$ cat src/core/ubc_defines.svh
// Register offsets, field positions, reset values and timing for the bus control register bank
`ifndef UBC_DEFINES_SVH
`define UBC_DEFINES_SVH
// Printed offsets are not all multiples of four: they are indices, byte address is four times
`define UBC_IDX_BUS_STATUS_CONTROL 8'h1A
`define UBC_IDX_ENDPOINT_REQUEST_STATUS 8'h1B
`define UBC_IDX_SYSTEM_CLOCK_CONTROL 8'h1C
`define UBC_IDX_TABLE_HIGH_POINTER 8'h1F
`define UBC_IDX_IRQ_STATUS 8'h20
`define UBC_IDX_IRQ_MASK 8'h21
// Bus status/control fields
`define UBC_BSC_BUS_RESET 2
`define UBC_BSC_DATA_IN 4
`define UBC_BSC_CLOCK_IN 5
`define UBC_BSC_DATA_OUT 6
`define UBC_BSC_CLOCK_OUT 7
// Endpoint request status fields
`define UBC_EPR_LEGACY_SEL 4
`define UBC_EPR_USB_SEL 5
`define UBC_EPR_USB_IND 7
// System clock control fields
`define UBC_SCC_USB_CLK 3
`define UBC_SCC_DEEP_SUSP 4
`define UBC_SCC_LEGACY_IND 5
`define UBC_SCC_OSC_SEL 6
`define UBC_SCC_WRITABLE 8'h78
// Interrupt status fields: endpoints 0..2, bus reset
`define UBC_IRQ_BUS_RESET 3
// Reset values
`define UBC_RST_DRIVE 2'h3
`define UBC_RST_BYTE 8'h00
// Bench clock figure, kept for reference
`define UBC_CLK_PERIOD_NS 10
`endif

$ cat src/core/ubc_pkg.sv
// Types for the bus control register bank
package ubc_pkg;
    typedef enum logic [1:0] {UBC_RESP_OKAY = 2'h0, UBC_RESP_SLVERR = 2'h2} ubc_resp_e;
    typedef logic [7:0] ubc_byte_t;
endpackage : ubc_pkg

$ cat src/core/ubc_regs.sv
// Bus interface control registers of a keyboard controller, AXI4-Lite slave
// Function
// RL1: Bus status bit 4 reads the live data pin level.
// RL2: Bus status bit 5 reads the live clock pin level.
// RL3: Bus status bit 6 is write-only, resets 1, drives data pin in legacy mode.
// RL4: Bus status bit 7 is write-only, resets 1, drives clock pin in legacy mode.
// RL5: Engine sets endpoint flags 0..2 when those endpoints are accessed.
// RL6: A set endpoint flag raises the interrupt if enabled and stack not full.
// RL7: Firmware writes 0 to clear a serviced flag; it stays set until then.
// RL8: Endpoint register bit 4 selects legacy function, resets 0.
// RL9: Endpoint register bit 5 selects USB function, resets 0.
// RL10: Endpoint register bit 7 is a firmware USB indicator, reset 0.
// RL11: Clock control bit 5 is a firmware legacy indicator, reset 0.
// RL12: Firmware writes 0 to clock control bits 2..0 and 7.
// RL13: Clock control bit 3 gates the USB clock, reset 0.
// RL14: Firmware keeps clock control bit 4 low while running, high in halt.
// RL15: Clock control bit 6 gives oscillator frequency, 1 for 6MHz, reset 0.
// RL16: Table pointer bits 3..0 read program address bits 11..8 of table read.
// RL17: Table pointer is enabled by a fixed option, disabled by default.
// RL18: Engine sets bus status bit 2 on USB bus reset and raises interrupt.
// RL19: Writing 0 clears an endpoint flag; a same-cycle set wins.
`timescale 1ns/1ns
`include "ubc_defines.svh"
module ubc_regs #(
    parameter bit TABLE_POINTER_ENABLE = 1'b0
) (
    input wire logic CORE_CLK,
    input wire logic RST_N,
    input wire logic [7:0] S_AXI_AWADDR,
    input wire logic S_AXI_AWVALID,
    output logic S_AXI_AWREADY,
    input wire logic [31:0] S_AXI_WDATA,
    input wire logic [3:0] S_AXI_WSTRB,
    input wire logic S_AXI_WVALID,
    output logic S_AXI_WREADY,
    output logic [1:0] S_AXI_BRESP,
    output logic S_AXI_BVALID,
    input wire logic S_AXI_BREADY,
    input wire logic [7:0] S_AXI_ARADDR,
    input wire logic S_AXI_ARVALID,
    output logic S_AXI_ARREADY,
    output logic [31:0] S_AXI_RDATA,
    output logic [1:0] S_AXI_RRESP,
    output logic S_AXI_RVALID,
    input wire logic S_AXI_RREADY,
    input wire logic LEGACY_DATA_IN,
    input wire logic LEGACY_CLOCK_IN,
    output logic LEGACY_DATA_OUT,
    output logic LEGACY_DATA_OE,
    output logic LEGACY_CLOCK_OUT,
    output logic LEGACY_CLOCK_OE,
    input wire logic [2:0] ENDPOINT_ACCESS,
    input wire logic USB_BUS_RESET,
    input wire logic STACK_FULL,
    input wire logic [3:0] TABLE_PAGE_BITS,
    output logic USB_CLOCK_GATE,
    output logic DEEP_SUSPEND_POWER_CUT,
    output logic OSCILLATOR_FREQUENCY_SELECT,
    output logic LEGACY_FUNCTION_SELECT,
    output logic USB_FUNCTION_SELECT,
    output logic IRQ
);
    // Byte address of a register index
    function automatic logic [7:0] reg_addr(input logic [7:0] idx);
        reg_addr = {idx[5:0], 2'h0};
    endfunction : reg_addr

    logic [1:0] data_sync_reg;
    logic [1:0] clock_sync_reg;
    logic [1:0] drive_reg;
    logic [2:0] ep_flag_reg;
    logic [2:0] ep_flag_next;
    logic bus_reset_reg;
    logic legacy_sel_reg;
    logic usb_sel_reg;
    logic usb_ind_reg;
    ubc_pkg::ubc_byte_t scc_reg;
    logic [3:0] page_reg;
    logic [3:0] irq_stat_reg;
    logic [3:0] irq_stat_next;
    logic [3:0] irq_mask_reg;
    logic [3:0] event_set;
    logic [7:0] aw_addr_reg;
    logic aw_held_reg;
    logic [31:0] w_data_reg;
    logic [3:0] w_strb_reg;
    logic w_held_reg;
    logic wr_fire;
    logic wr_ok;
    logic [7:0] wr_byte;
    logic [7:0] rd_byte;
    logic rd_ok;

    // Pin levels arrive from outside the clock domain: two stages first
    always_ff @(posedge CORE_CLK)
    begin
        if (!RST_N)
        begin
            data_sync_reg <= 2'h0;
            clock_sync_reg <= 2'h0;
        end
        else
        begin
            data_sync_reg <= {data_sync_reg[0], LEGACY_DATA_IN};
            clock_sync_reg <= {clock_sync_reg[0], LEGACY_CLOCK_IN};
        end
    end

    // Write channel capture; address and data may come in either order
    always_ff @(posedge CORE_CLK)
    begin
        if (!RST_N)
        begin
            aw_held_reg <= 1'b0;
            w_held_reg <= 1'b0;
            aw_addr_reg <= 8'h00;
            w_data_reg <= 32'h0000_0000;
            w_strb_reg <= 4'h0;
        end
        else
        begin
            if (S_AXI_AWVALID && S_AXI_AWREADY)
            begin
                aw_held_reg <= 1'b1;
                aw_addr_reg <= S_AXI_AWADDR;
            end
            else if (wr_fire)
            begin
                aw_held_reg <= 1'b0;
            end
            if (S_AXI_WVALID && S_AXI_WREADY)
            begin
                w_held_reg <= 1'b1;
                w_data_reg <= S_AXI_WDATA;
                w_strb_reg <= S_AXI_WSTRB;
            end
            else if (wr_fire)
            begin
                w_held_reg <= 1'b0;
            end
        end
    end

    // Register write fires once both halves are held and no response is pending
    assign wr_fire = aw_held_reg && w_held_reg && !S_AXI_BVALID;
    assign wr_byte = w_data_reg[7:0];
    assign wr_ok = (aw_addr_reg == reg_addr(`UBC_IDX_BUS_STATUS_CONTROL))
        || (aw_addr_reg == reg_addr(`UBC_IDX_ENDPOINT_REQUEST_STATUS))
        || (aw_addr_reg == reg_addr(`UBC_IDX_SYSTEM_CLOCK_CONTROL))
        || (aw_addr_reg == reg_addr(`UBC_IDX_TABLE_HIGH_POINTER))
        || (aw_addr_reg == reg_addr(`UBC_IDX_IRQ_STATUS))
        || (aw_addr_reg == reg_addr(`UBC_IDX_IRQ_MASK));

    function automatic logic wr_hit(input logic [7:0] idx);
        wr_hit = wr_fire && w_strb_reg[0] && (aw_addr_reg == reg_addr(idx));
    endfunction : wr_hit

    // Write ready and response
    always_ff @(posedge CORE_CLK)
    begin
        if (!RST_N)
        begin
            S_AXI_AWREADY <= 1'b0;
            S_AXI_WREADY <= 1'b0;
            S_AXI_BVALID <= 1'b0;
            S_AXI_BRESP <= 2'h0;
        end
        else
        begin
            S_AXI_AWREADY <= !aw_held_reg && !(S_AXI_AWVALID && S_AXI_AWREADY) && !S_AXI_BVALID;
            S_AXI_WREADY <= !w_held_reg && !(S_AXI_WVALID && S_AXI_WREADY) && !S_AXI_BVALID;
            if (wr_fire)
            begin
                S_AXI_BVALID <= 1'b1;
                S_AXI_BRESP <= wr_ok ? ubc_pkg::UBC_RESP_OKAY : ubc_pkg::UBC_RESP_SLVERR;
            end
            else if (S_AXI_BREADY)
            begin
                S_AXI_BVALID <= 1'b0;
            end
        end
    end

    // Pin drive values, write-only, idle high
    always_ff @(posedge CORE_CLK)
    begin
        if (!RST_N)
            drive_reg <= `UBC_RST_DRIVE; // see RL3 see RL4
        else if (wr_hit(`UBC_IDX_BUS_STATUS_CONTROL))
            drive_reg <= {wr_byte[`UBC_BSC_CLOCK_OUT], wr_byte[`UBC_BSC_DATA_OUT]}; // see RL3 see RL4
    end

    // Endpoint flags: engine set beats a firmware clear in the same cycle
    always_comb
    begin
        ep_flag_next = ep_flag_reg;
        if (wr_hit(`UBC_IDX_ENDPOINT_REQUEST_STATUS))
            ep_flag_next = ep_flag_reg & wr_byte[2:0]; // see RL7 see RL19
        ep_flag_next = ep_flag_next | ENDPOINT_ACCESS; // see RL5 see RL19
    end

    always_ff @(posedge CORE_CLK)
    begin
        if (!RST_N)
            ep_flag_reg <= 3'h0;
        else
            ep_flag_reg <= ep_flag_next;
    end

    // Function selects and USB indicator, firmware owned
    always_ff @(posedge CORE_CLK)
    begin
        if (!RST_N)
        begin
            legacy_sel_reg <= 1'b0;
            usb_sel_reg <= 1'b0;
            usb_ind_reg <= 1'b0;
        end
        else if (wr_hit(`UBC_IDX_ENDPOINT_REQUEST_STATUS))
        begin
            legacy_sel_reg <= wr_byte[`UBC_EPR_LEGACY_SEL]; // see RL8
            usb_sel_reg <= wr_byte[`UBC_EPR_USB_SEL]; // see RL9
            usb_ind_reg <= wr_byte[`UBC_EPR_USB_IND]; // see RL10
        end
    end

    // Bus reset indication follows the engine; firmware may clear it
    always_ff @(posedge CORE_CLK)
    begin
        if (!RST_N)
            bus_reset_reg <= 1'b0;
        else if (USB_BUS_RESET)
            bus_reset_reg <= 1'b1; // see RL18
        else if (wr_hit(`UBC_IDX_BUS_STATUS_CONTROL) && !wr_byte[`UBC_BSC_BUS_RESET])
            bus_reset_reg <= 1'b0;
    end

    // Clock control; undefined bits held at zero whatever firmware writes
    always_ff @(posedge CORE_CLK)
    begin
        if (!RST_N)
            scc_reg <= `UBC_RST_BYTE; // see RL11 see RL13 see RL15
        else if (wr_hit(`UBC_IDX_SYSTEM_CLOCK_CONTROL))
            scc_reg <= wr_byte & `UBC_SCC_WRITABLE; // see RL12 see RL14
    end

    // Table page bits only latch when the option enables the pointer
    always_ff @(posedge CORE_CLK)
    begin
        if (!RST_N)
            page_reg <= 4'h0;
        else if (TABLE_POINTER_ENABLE)
            page_reg <= TABLE_PAGE_BITS; // see RL16 see RL17
    end

    // Sticky interrupt status, write one to clear, set wins
    assign event_set = {USB_BUS_RESET, ENDPOINT_ACCESS};
    always_comb
    begin
        irq_stat_next = irq_stat_reg;
        if (wr_hit(`UBC_IDX_IRQ_STATUS))
            irq_stat_next = irq_stat_reg & ~wr_byte[3:0];
        irq_stat_next = irq_stat_next | event_set; // see RL6 see RL18
    end

    always_ff @(posedge CORE_CLK)
    begin
        if (!RST_N)
        begin
            irq_stat_reg <= 4'h0;
            irq_mask_reg <= 4'h0;
        end
        else
        begin
            irq_stat_reg <= irq_stat_next;
            if (wr_hit(`UBC_IDX_IRQ_MASK))
                irq_mask_reg <= wr_byte[3:0];
        end
    end

    // Read data mux; write-only drive bits read as zero
    always_comb
    begin
        rd_byte = 8'h00;
        rd_ok = 1'b1;
        case (S_AXI_ARADDR)
            reg_addr(`UBC_IDX_BUS_STATUS_CONTROL):
            begin
                rd_byte[`UBC_BSC_BUS_RESET] = bus_reset_reg;
                rd_byte[`UBC_BSC_DATA_IN] = data_sync_reg[1]; // see RL1
                rd_byte[`UBC_BSC_CLOCK_IN] = clock_sync_reg[1]; // see RL2
            end
            reg_addr(`UBC_IDX_ENDPOINT_REQUEST_STATUS):
                rd_byte = {usb_ind_reg, 1'b0, usb_sel_reg, legacy_sel_reg, 1'b0, ep_flag_reg};
            reg_addr(`UBC_IDX_SYSTEM_CLOCK_CONTROL):
                rd_byte = scc_reg;
            reg_addr(`UBC_IDX_TABLE_HIGH_POINTER):
                rd_byte = {4'h0, page_reg}; // see RL16
            reg_addr(`UBC_IDX_IRQ_STATUS):
                rd_byte = {4'h0, irq_stat_reg};
            reg_addr(`UBC_IDX_IRQ_MASK):
                rd_byte = {4'h0, irq_mask_reg};
            default:
                rd_ok = 1'b0;
        endcase
    end

    // Read channel: one outstanding read, answer one cycle after address
    always_ff @(posedge CORE_CLK)
    begin
        if (!RST_N)
        begin
            S_AXI_ARREADY <= 1'b0;
            S_AXI_RVALID <= 1'b0;
            S_AXI_RDATA <= 32'h0000_0000;
            S_AXI_RRESP <= 2'h0;
        end
        else
        begin
            S_AXI_ARREADY <= !S_AXI_RVALID && !(S_AXI_ARVALID && S_AXI_ARREADY);
            if (S_AXI_ARVALID && S_AXI_ARREADY)
            begin
                S_AXI_RVALID <= 1'b1;
                S_AXI_RDATA <= {24'h00_0000, rd_byte};
                S_AXI_RRESP <= rd_ok ? ubc_pkg::UBC_RESP_OKAY : ubc_pkg::UBC_RESP_SLVERR;
            end
            else if (S_AXI_RREADY)
            begin
                S_AXI_RVALID <= 1'b0;
            end
        end
    end

    // Registered outputs; pins only driven in legacy mode
    always_ff @(posedge CORE_CLK)
    begin
        if (!RST_N)
        begin
            LEGACY_DATA_OUT <= 1'b1;
            LEGACY_CLOCK_OUT <= 1'b1;
            LEGACY_DATA_OE <= 1'b0;
            LEGACY_CLOCK_OE <= 1'b0;
            USB_CLOCK_GATE <= 1'b0;
            DEEP_SUSPEND_POWER_CUT <= 1'b0;
            OSCILLATOR_FREQUENCY_SELECT <= 1'b0;
            LEGACY_FUNCTION_SELECT <= 1'b0;
            USB_FUNCTION_SELECT <= 1'b0;
            IRQ <= 1'b0;
        end
        else
        begin
            LEGACY_DATA_OUT <= drive_reg[0]; // see RL3
            LEGACY_CLOCK_OUT <= drive_reg[1]; // see RL4
            LEGACY_DATA_OE <= legacy_sel_reg; // see RL8
            LEGACY_CLOCK_OE <= legacy_sel_reg;
            USB_CLOCK_GATE <= scc_reg[`UBC_SCC_USB_CLK]; // see RL13
            DEEP_SUSPEND_POWER_CUT <= scc_reg[`UBC_SCC_DEEP_SUSP];
            OSCILLATOR_FREQUENCY_SELECT <= scc_reg[`UBC_SCC_OSC_SEL]; // see RL15
            LEGACY_FUNCTION_SELECT <= legacy_sel_reg;
            USB_FUNCTION_SELECT <= usb_sel_reg; // see RL9
            // Stack-full holds back the request without losing the status
            IRQ <= |(irq_stat_next & irq_mask_reg) && !STACK_FULL; // see RL6
        end
    end

    // Checks
    AST_FLAG_SET: assert property (@(posedge CORE_CLK) disable iff (!RST_N) // see RL5
        ENDPOINT_ACCESS[0] |=> ep_flag_reg[0]) else $error("Endpoint flag not set");
    AST_FLAG_STICKY: assert property (@(posedge CORE_CLK) disable iff (!RST_N) // see RL7
        ep_flag_reg[1] && !wr_hit(`UBC_IDX_ENDPOINT_REQUEST_STATUS) |=> ep_flag_reg[1])
        else $error("Endpoint flag dropped");
    AST_SET_WINS: assert property (@(posedge CORE_CLK) disable iff (!RST_N) // see RL19
        wr_hit(`UBC_IDX_ENDPOINT_REQUEST_STATUS) && !wr_byte[2] && ENDPOINT_ACCESS[2] |=> ep_flag_reg[2])
        else $error("Clear beat set");
    AST_IRQ: assert property (@(posedge CORE_CLK) disable iff (!RST_N) // see RL6
        ENDPOINT_ACCESS[0] && irq_mask_reg[0] && !STACK_FULL |=> IRQ) else $error("No interrupt");
    AST_IRQ_STACK: assert property (@(posedge CORE_CLK) disable iff (!RST_N) // see RL6
        STACK_FULL |=> !IRQ) else $error("Interrupt with full stack");
    AST_BUS_RESET: assert property (@(posedge CORE_CLK) disable iff (!RST_N) // see RL18
        USB_BUS_RESET |=> bus_reset_reg && irq_stat_reg[`UBC_IRQ_BUS_RESET]) else $error("Bus reset lost");
    AST_DATA_PIN: assert property (@(posedge CORE_CLK) disable iff (!RST_N) // see RL3
        wr_hit(`UBC_IDX_BUS_STATUS_CONTROL) |=> ##1 LEGACY_DATA_OUT == $past(wr_byte[`UBC_BSC_DATA_OUT], 2))
        else $error("Data drive wrong");
    AST_CLOCK_PIN: assert property (@(posedge CORE_CLK) disable iff (!RST_N) // see RL4
        wr_hit(`UBC_IDX_BUS_STATUS_CONTROL) |=> ##1 LEGACY_CLOCK_OUT == $past(wr_byte[`UBC_BSC_CLOCK_OUT], 2))
        else $error("Clock drive wrong");
    AST_SCC_ZERO: assert property (@(posedge CORE_CLK) disable iff (!RST_N) // see RL12
        scc_reg[2:0] == 3'h0 && !scc_reg[7]) else $error("Undefined clock bits set");
    AST_USB_CLK: assert property (@(posedge CORE_CLK) disable iff (!RST_N) // see RL13
        wr_hit(`UBC_IDX_SYSTEM_CLOCK_CONTROL) |=> ##1 USB_CLOCK_GATE == $past(wr_byte[3], 2))
        else $error("Clock gate wrong");
    AST_PAGE_OFF: assert property (@(posedge CORE_CLK) disable iff (!RST_N) // see RL17
        !TABLE_POINTER_ENABLE |-> page_reg == 4'h0) else $error("Pointer active while disabled");
    COV_FLAG_CLEAR: cover property (@(posedge CORE_CLK) ep_flag_reg[0] ##1 !ep_flag_reg[0]);
    COV_IRQ: cover property (@(posedge CORE_CLK) !IRQ ##1 IRQ);
    COV_LEGACY: cover property (@(posedge CORE_CLK) LEGACY_DATA_OE && !LEGACY_DATA_OUT);
endmodule : ubc_regs

$ cat config.mk
export PLATFORM = sky130hd
export DESIGN_NAME = ubc_regs
export DESIGN_NICKNAME = d
export VERILOG_FILES = /design/src/core/ubc_pkg.sv /design/src/core/ubc_regs.sv
export VERILOG_INCLUDE_DIRS = /design/src /design/src/core
export SDC_FILE = /design/constraint.sdc
export NUM_CORES = 1
export LEC_CHECK = 0
export ABC_AREA = 1
export BUFFER_PORTS_ARGS = -buffer_cell sky130_fd_sc_hd__buf_4
export CAP_MARGIN = 10
export CELL_PAD_IN_SITES_DETAIL_PLACEMENT = 1
export CELL_PAD_IN_SITES_GLOBAL_PLACEMENT = 1
export CORE_ASPECT_RATIO = 0.5
export CORE_MARGIN = 4
export CORE_UTILIZATION = 36
export CTS_CLUSTER_DIAMETER = 30
export DETAILED_ROUTE_END_ITERATION = 8
export PLACE_DENSITY_LB_ADDON = 0.05
export SETUP_SLACK_MARGIN = 0.15
export SYNTH_ARGS = -nofsm -noshare
export SYNTH_HDL_FRONTEND = slang
export SYNTH_SLANG_ARGS = --single-unit
$ cat constraint.sdc
create_clock -name CORE_CLK -period 2.47 [get_ports CORE_CLK]
set_clock_uncertainty 0.2 [all_clocks]
set_input_delay 0.3705 -clock CORE_CLK [delete_from_list [all_inputs] [get_ports CORE_CLK]]
set_output_delay 0.3705 -clock CORE_CLK [all_outputs]
set_load 0.02 [all_outputs]
==> metrics.txt, run 1 <==
status=complete, no violations; Num CTS Buffers=9; vias per inst=between 4 and 5; routability cong.=0.810; final period utilization=67.7%; RSZ-0062 raised after global routing=no; Die Width=approximately 140 µm; drt wl/cell=13.7 µm; Final Util=49.0%; CTS Hold Bufs=0; CTS Buffer Depth=2; Initial DRC Count=82; initial antenna violation count=0; WS Path Type=flop to flop; Worst-Skew Late Latency=~330 ps; DIE HEIGHT=72.0 µm; final count of pins violating max slew=0; Area Growth Syn to Fin=26.7%; ratio of cells with drive above 1 in the final layout=25.5%; main flop type after synthesis=dfxtp_1; drt pass-1 iters=4; total of max-cap violations=0; Final Critical Period=1670 ps; Resized cells post-CTS=0; Congestion Overflow GR=0; Critical Path Start Type=flop; Detailed Route WL=between 7000 and 8000 µm; CTS tree=done; Num Clock Sinks=67; global-route usage over all layers=approximately 16%; root buf cell=clkbuf_16; H-tree levels=3; vias in the first global route=2590; post-DP HPWL=5750 µm; synthesized area=2950 µm²; synth cell count leaders=67 x dfxtp_1, 64 x nand2_1, 40 x nor2_1; total power=2.76 mW; worst hold path class=input port to flop; # diodes=0; share of the synthesized area in the top cell type=a little under half; Remaining DRCs=0; Yosys warning count=0; setup TNS=0 ps; synthesis-stage register bit count=67; reg-to-reg setup timing slack=800 ps; Synth area leaders=dfxtp_1 46%, nand2_1 8.1%, buf_4 7.1%; PortBufs=63; Slew HR=a little over three fifths; VDD IR max=412 µV; Setup Buffers After CTS=0; global-route wire length before repair=roughly 13000 µm; via count=between 2000 and 3000; sequential element share of the synthesized area=45.5%; largest net degree at the start of global routing=33; Nets=509; post-route cell area=3730 µm²; most common cell in the synthesized netlist=dfxtp_1; Setup crit end kind=flop; critical path arrival=1670 ps; Rows=22; Post-DP Area=3420 µm²; EDFF count, synth=0; Tightest Pin Transition=562 ps; final setup vio count=0; share of synthesized registers carrying an async set or reset=0%; WP data required=2470 ps; FMAX=598 MHz; Clock transition at path regs=50 ps; Final ANT Viol Nets=0; Syn Area/Cell=between 7 and 8 µm²; DIE AREA=9790 µm²; leakage=approximately 1.8 nW; leading area contributor after synthesis=dfxtp_1; PwrDens=739 nW/µm²; Initial Utilization=slightly below 40%; hold_ws=around 28 ps; Gate Count Post-Synth=375; post-synth cell types=30; Hold Fails Final Rpt=0; I/O Pins=121; CP max FO=5; Core Footprint=around 7600 µm²
==> report_power, final <==
part           switching [mW]  total [mW]  internal [mW]
clock network           0.447        1.35          0.900
logic                   0.164       0.254         0.0904
registers              0.0320        1.16           1.13
total                   0.643        2.76           2.12
==> cell usage in the layout (no fill, tap or decap), types with 3 or more instances in the layout <==
master and count:
nand3_1 30, inv_1 36, or2_2 3, a211oi_2 4, nor3_4 4, inv_2 7
nor2_2 4, conb_1 26, o31ai_1 3, a211oi_1 5, o21ai_1 6, nand2_1 64
clkbuf_16 9, a21oi_1 26, buf_4 64, nor2_1 40, o21ai_0 19, dfxtp_1 67
nor4_1 3
==> cells by family after synthesis <==
logic type             count (synthesis)  synth area share, %
flip-flops                            67                 45.5
AND/OR/NAND/NOR                      163                 27.9
other                                  1                0.127
AO/OA/AOI/OAI                         64                 12.6
buffers and inverters                 80                 13.8
==> stage by stage <==
stage,std cells,worst slack (ps)
after floorplan,400,971
after global routing,551,598
final,551,799
after CTS,551,777
after global placement,536,664
after detailed placement,536,662
==> area by class of cell <==
cell class,count,area (µm²)
tap,108,135
timing repair buffer,64,480
fill,952,3890
inverter,44,168
clock buffer,10,239
sequential,67,1340
multi-input combinational,253,1290
clock inverter,5,77.6
==> per-layer routing <==
metal | global-route usage [%] | vias up | wire (µm)
met1 | 21.2 | 1151 | 3650
met2 | 26.3 | 83 | 3270
met3 | 5.75 | 8 | 536
met5 | 0 | - | 0
met4 | 4.36 | 0 | 72
li1 | - | 1289 | -
==> path summary, 6_finish.rpt <==
check / from / endpoint / depth (start not counted)
setup / recovery: aw_addr_reg[6] / ep_flag_reg[0] / 8
hold reg to reg: clock_sync_reg[0] / clock_sync_reg[1] / 2
hold / removal: S_AXI_RREADY / S_AXI_RVALID / 2
setup reg to reg: aw_addr_reg[6] / ep_flag_reg[0] / 8
==> critical path: stages (launching register included) <==
cell	delay (ps)
dfxtp_1	340
inv_2	50
nor2_2	80
nand2_1	80
or2_4	260
nor2_1	90
nand2_1	170
o21ai_1	170
a21oi_1	90
No activity file was read; power rests on OpenSTA's default activity.
==> inputs of run 2 (changes only) <==
--- a/config.mk
+++ b/config.mk
@@ -13,7 +13,7 @@
 export CELL_PAD_IN_SITES_GLOBAL_PLACEMENT = 1
 export CORE_ASPECT_RATIO = 0.5
 export CORE_MARGIN = 4
-export CORE_UTILIZATION = 36
+export CORE_UTILIZATION = 34
 export CTS_CLUSTER_DIAMETER = 30
 export DETAILED_ROUTE_END_ITERATION = 8
 export PLACE_DENSITY_LB_ADDON = 0.05
==> constraint.sdc (replaced) <==
create_clock -name CORE_CLK -period 1.6 [get_ports CORE_CLK]
set_clock_uncertainty 0.2 [all_clocks]
set_input_delay 0.24 -clock CORE_CLK [delete_from_list [all_inputs] [get_ports CORE_CLK]]
set_output_delay 0.24 -clock CORE_CLK [all_outputs]
set_load 0.02 [all_outputs]
==> run 2 against run 1 <==
  * The flow now finishes with violations (setup timing)
  * Sequential power increased by 55%
  * Worst setup slack worse by 930 ps
  * Sequential share of layout area shrank 6.2 points
  * Cell area increased by 22%
  * Cell count increased by 13%
  * Register-to-register slack lost 930 ps
  * Via count grew 13%
  * Combinational power grew 110%
  * Clock-buffer cell count unchanged
  * Highest routed layer unchanged
==> metrics.txt, run 2 (synthesized netlist as in run 1, its figures left out) <==
status=finished, violations left; violated checks=setup timing; vias in the first global route=3113 (+20%); fin worst setup slack=-135 ps (-934 ps); final setup vio count=13 (+13); PwrDens=1060 nW/µm² (+43%); RSZ-0062 raised after global routing=yes; CP max FO=3 (-2); Area Growth Syn to Fin=54.4%; CP max stage cell=dfxtp_2; Final Critical Period=1730 ps (+63.5 ps); # diodes=0 (unchanged); setup TNS=-755 ps (-755 ps); total of max-cap violations=0 (unchanged); initial antenna violation count=0 (unchanged); final count of pins violating max slew=0 (unchanged); drt pass-1 iters=4 (unchanged); Layout fillers=998 (+4.8%); vias per inst=4.60 (about the same); leakage=2.18 nW (+23%); Worst-Skew Late Latency=340 ps (about the same); FMAX=576 MHz (-3.7%); total power=4.81 mW (+74%); drt wl/cell=15.3 µm (+12%); Nets=574 (+13%); Initial DRC Count=56 (-32%); Die Width=140 µm (+2.7%); critical path arrival=1780 ps (+110 ps); WP data required=1650 ps (-820 ps); CTS Buffer Depth=2 (unchanged); WS Path Type=flop to flop; Critical Path Start Type=flop; Rows=23 (+4.5%); post-DP HPWL=6290 µm (+9.3%); root buf cell=clkbuf_16; PortBufs=63 (unchanged); global-route usage over all layers=19.3% (+2.9 points); Num CTS Buffers=9 (unchanged); global-route wire length before repair=15500 µm (+22%); Hold Fails Final Rpt=0 (unchanged); worst hold path class=input port to flop; Num Clock Sinks=67 (unchanged); Core Footprint=8200 µm² (+7.6%); Final ANT Viol Nets=0 (unchanged); Initial Utilization=35.9% (-2.7 points); final period utilization=108% (+41 points); via count=2855 (+13%); routability cong.=0.767 (-5.4%); H-tree levels=3 (unchanged); Clock transition at path regs=60 ps (about the same); Congestion Overflow GR=0 (unchanged); Remaining DRCs=0 (unchanged); CTS tree=done; Setup crit end kind=flop; ratio of cells with drive above 1 in the final layout=38.3% (+13 points); commonest cells after routing, fill and taps aside=95 x buf_4, 61 x dfxtp_1, 59 x nand2_1; VDD IR max=599 µV (+45%); I/O Pins=121 (unchanged); Detailed Route WL=9520 µm (+27%); commonest non-fill, non-tap cell in the layout=buf_4; CP Cell Sequence=inv_2 > nor2_2 > nand2_1 > or2_4 > buf_6 > nor3_4 > nor2_1 > a211oi_1; critical path's largest stage delay=350 ps (about the same); DIE AREA=10300 µm² (+5.4%); largest net degree at the start of global routing=21 (-36%); DIE HEIGHT=73.8 µm (+2.6%)
run 2: changes by cell type in the layout (fill, tap and decap cells not counted), sizes merged:
cell,change
buf,+47
bufinv,+2
clkinv,-1
dlygate4sd3,+18
run 2: stage by stage:
step	cell area [µm²]	hold slack, ps	utilization, %	worst slack, ps	std cells
2_1_floorplan	3050	138	-	148	400
3_3_place_gp	3550	214	43.2	-6.57	556
3_5_place_dp	3550	213	43.2	-113	556
4_1_cts	4470	0.371	54.5	-21.5	615
5_1_grt	4550	6.79	55.5	-272	621
6_report	4550	4.84	55.5	-135	621
run 2: metal layers:
layer / vias to the layer above / global-route usage [%] / share of wire, %
li1: 1423 / - / -
met3: 12 / 6.96 / 6.7
met4: 0 / 4.51 / 1.5
met5: - / 0 / 0
met2: 86 / 34.5 / 48
met1: 1334 / 22.4 / 44
run 2: final timing paths:
check	from	to	slack, ps	cells past startpoint
setup / recovery	aw_addr_reg[6]	usb_sel_reg	-130	8
hold / removal	S_AXI_WDATA[2]	w_data_reg[2]	5	3
setup reg to reg	aw_addr_reg[6]	usb_sel_reg	-130	8
hold reg to reg	clock_sync_reg[0]	clock_sync_reg[1]	220	2
run 2: what timing repair did:
| item | in CTS | in global routing |
|---|---|---|
| pin swaps | 17 | 4 |
| endpoints found under the setup margin | 22 | 23 |
| endpoints found under the hold margin | 19 | 0 |
| hold buffers | 18 | 0 |
| gates resized for setup | 49 | 8 |
| setup buffers | 25 | 6 |
run 2: cell type report:
cell class                      count  area [µm²]  share of cell area, %
Multi-Input combinational cell    253        1420                   31.2
Inverter                           44         173                   3.79
Clock inverter                      6         136                   3.00
Clock buffer                       10         239                   5.25
Timing Repair Buffer              129        1090                   24.0
Tap cell                          112         140                   3.08
Sequential cell                    67        1350                   29.7
run 2: worst max-delay path, delay by kind of cell (launching register included):
family	cells	cell delay, ps
AND/OR/NAND/NOR	5	710
buffers and inverters	2	180
AO/OA/AOI/OAI	1	190
flip-flops	1	350
run 2: report_power, final:
group	switching (mW)	internal (mW)	leakage (nW)
clock	0.749	1.72	0.179
sequential	0.0594	1.74	0.551
combinational	0.303	0.238	1.45
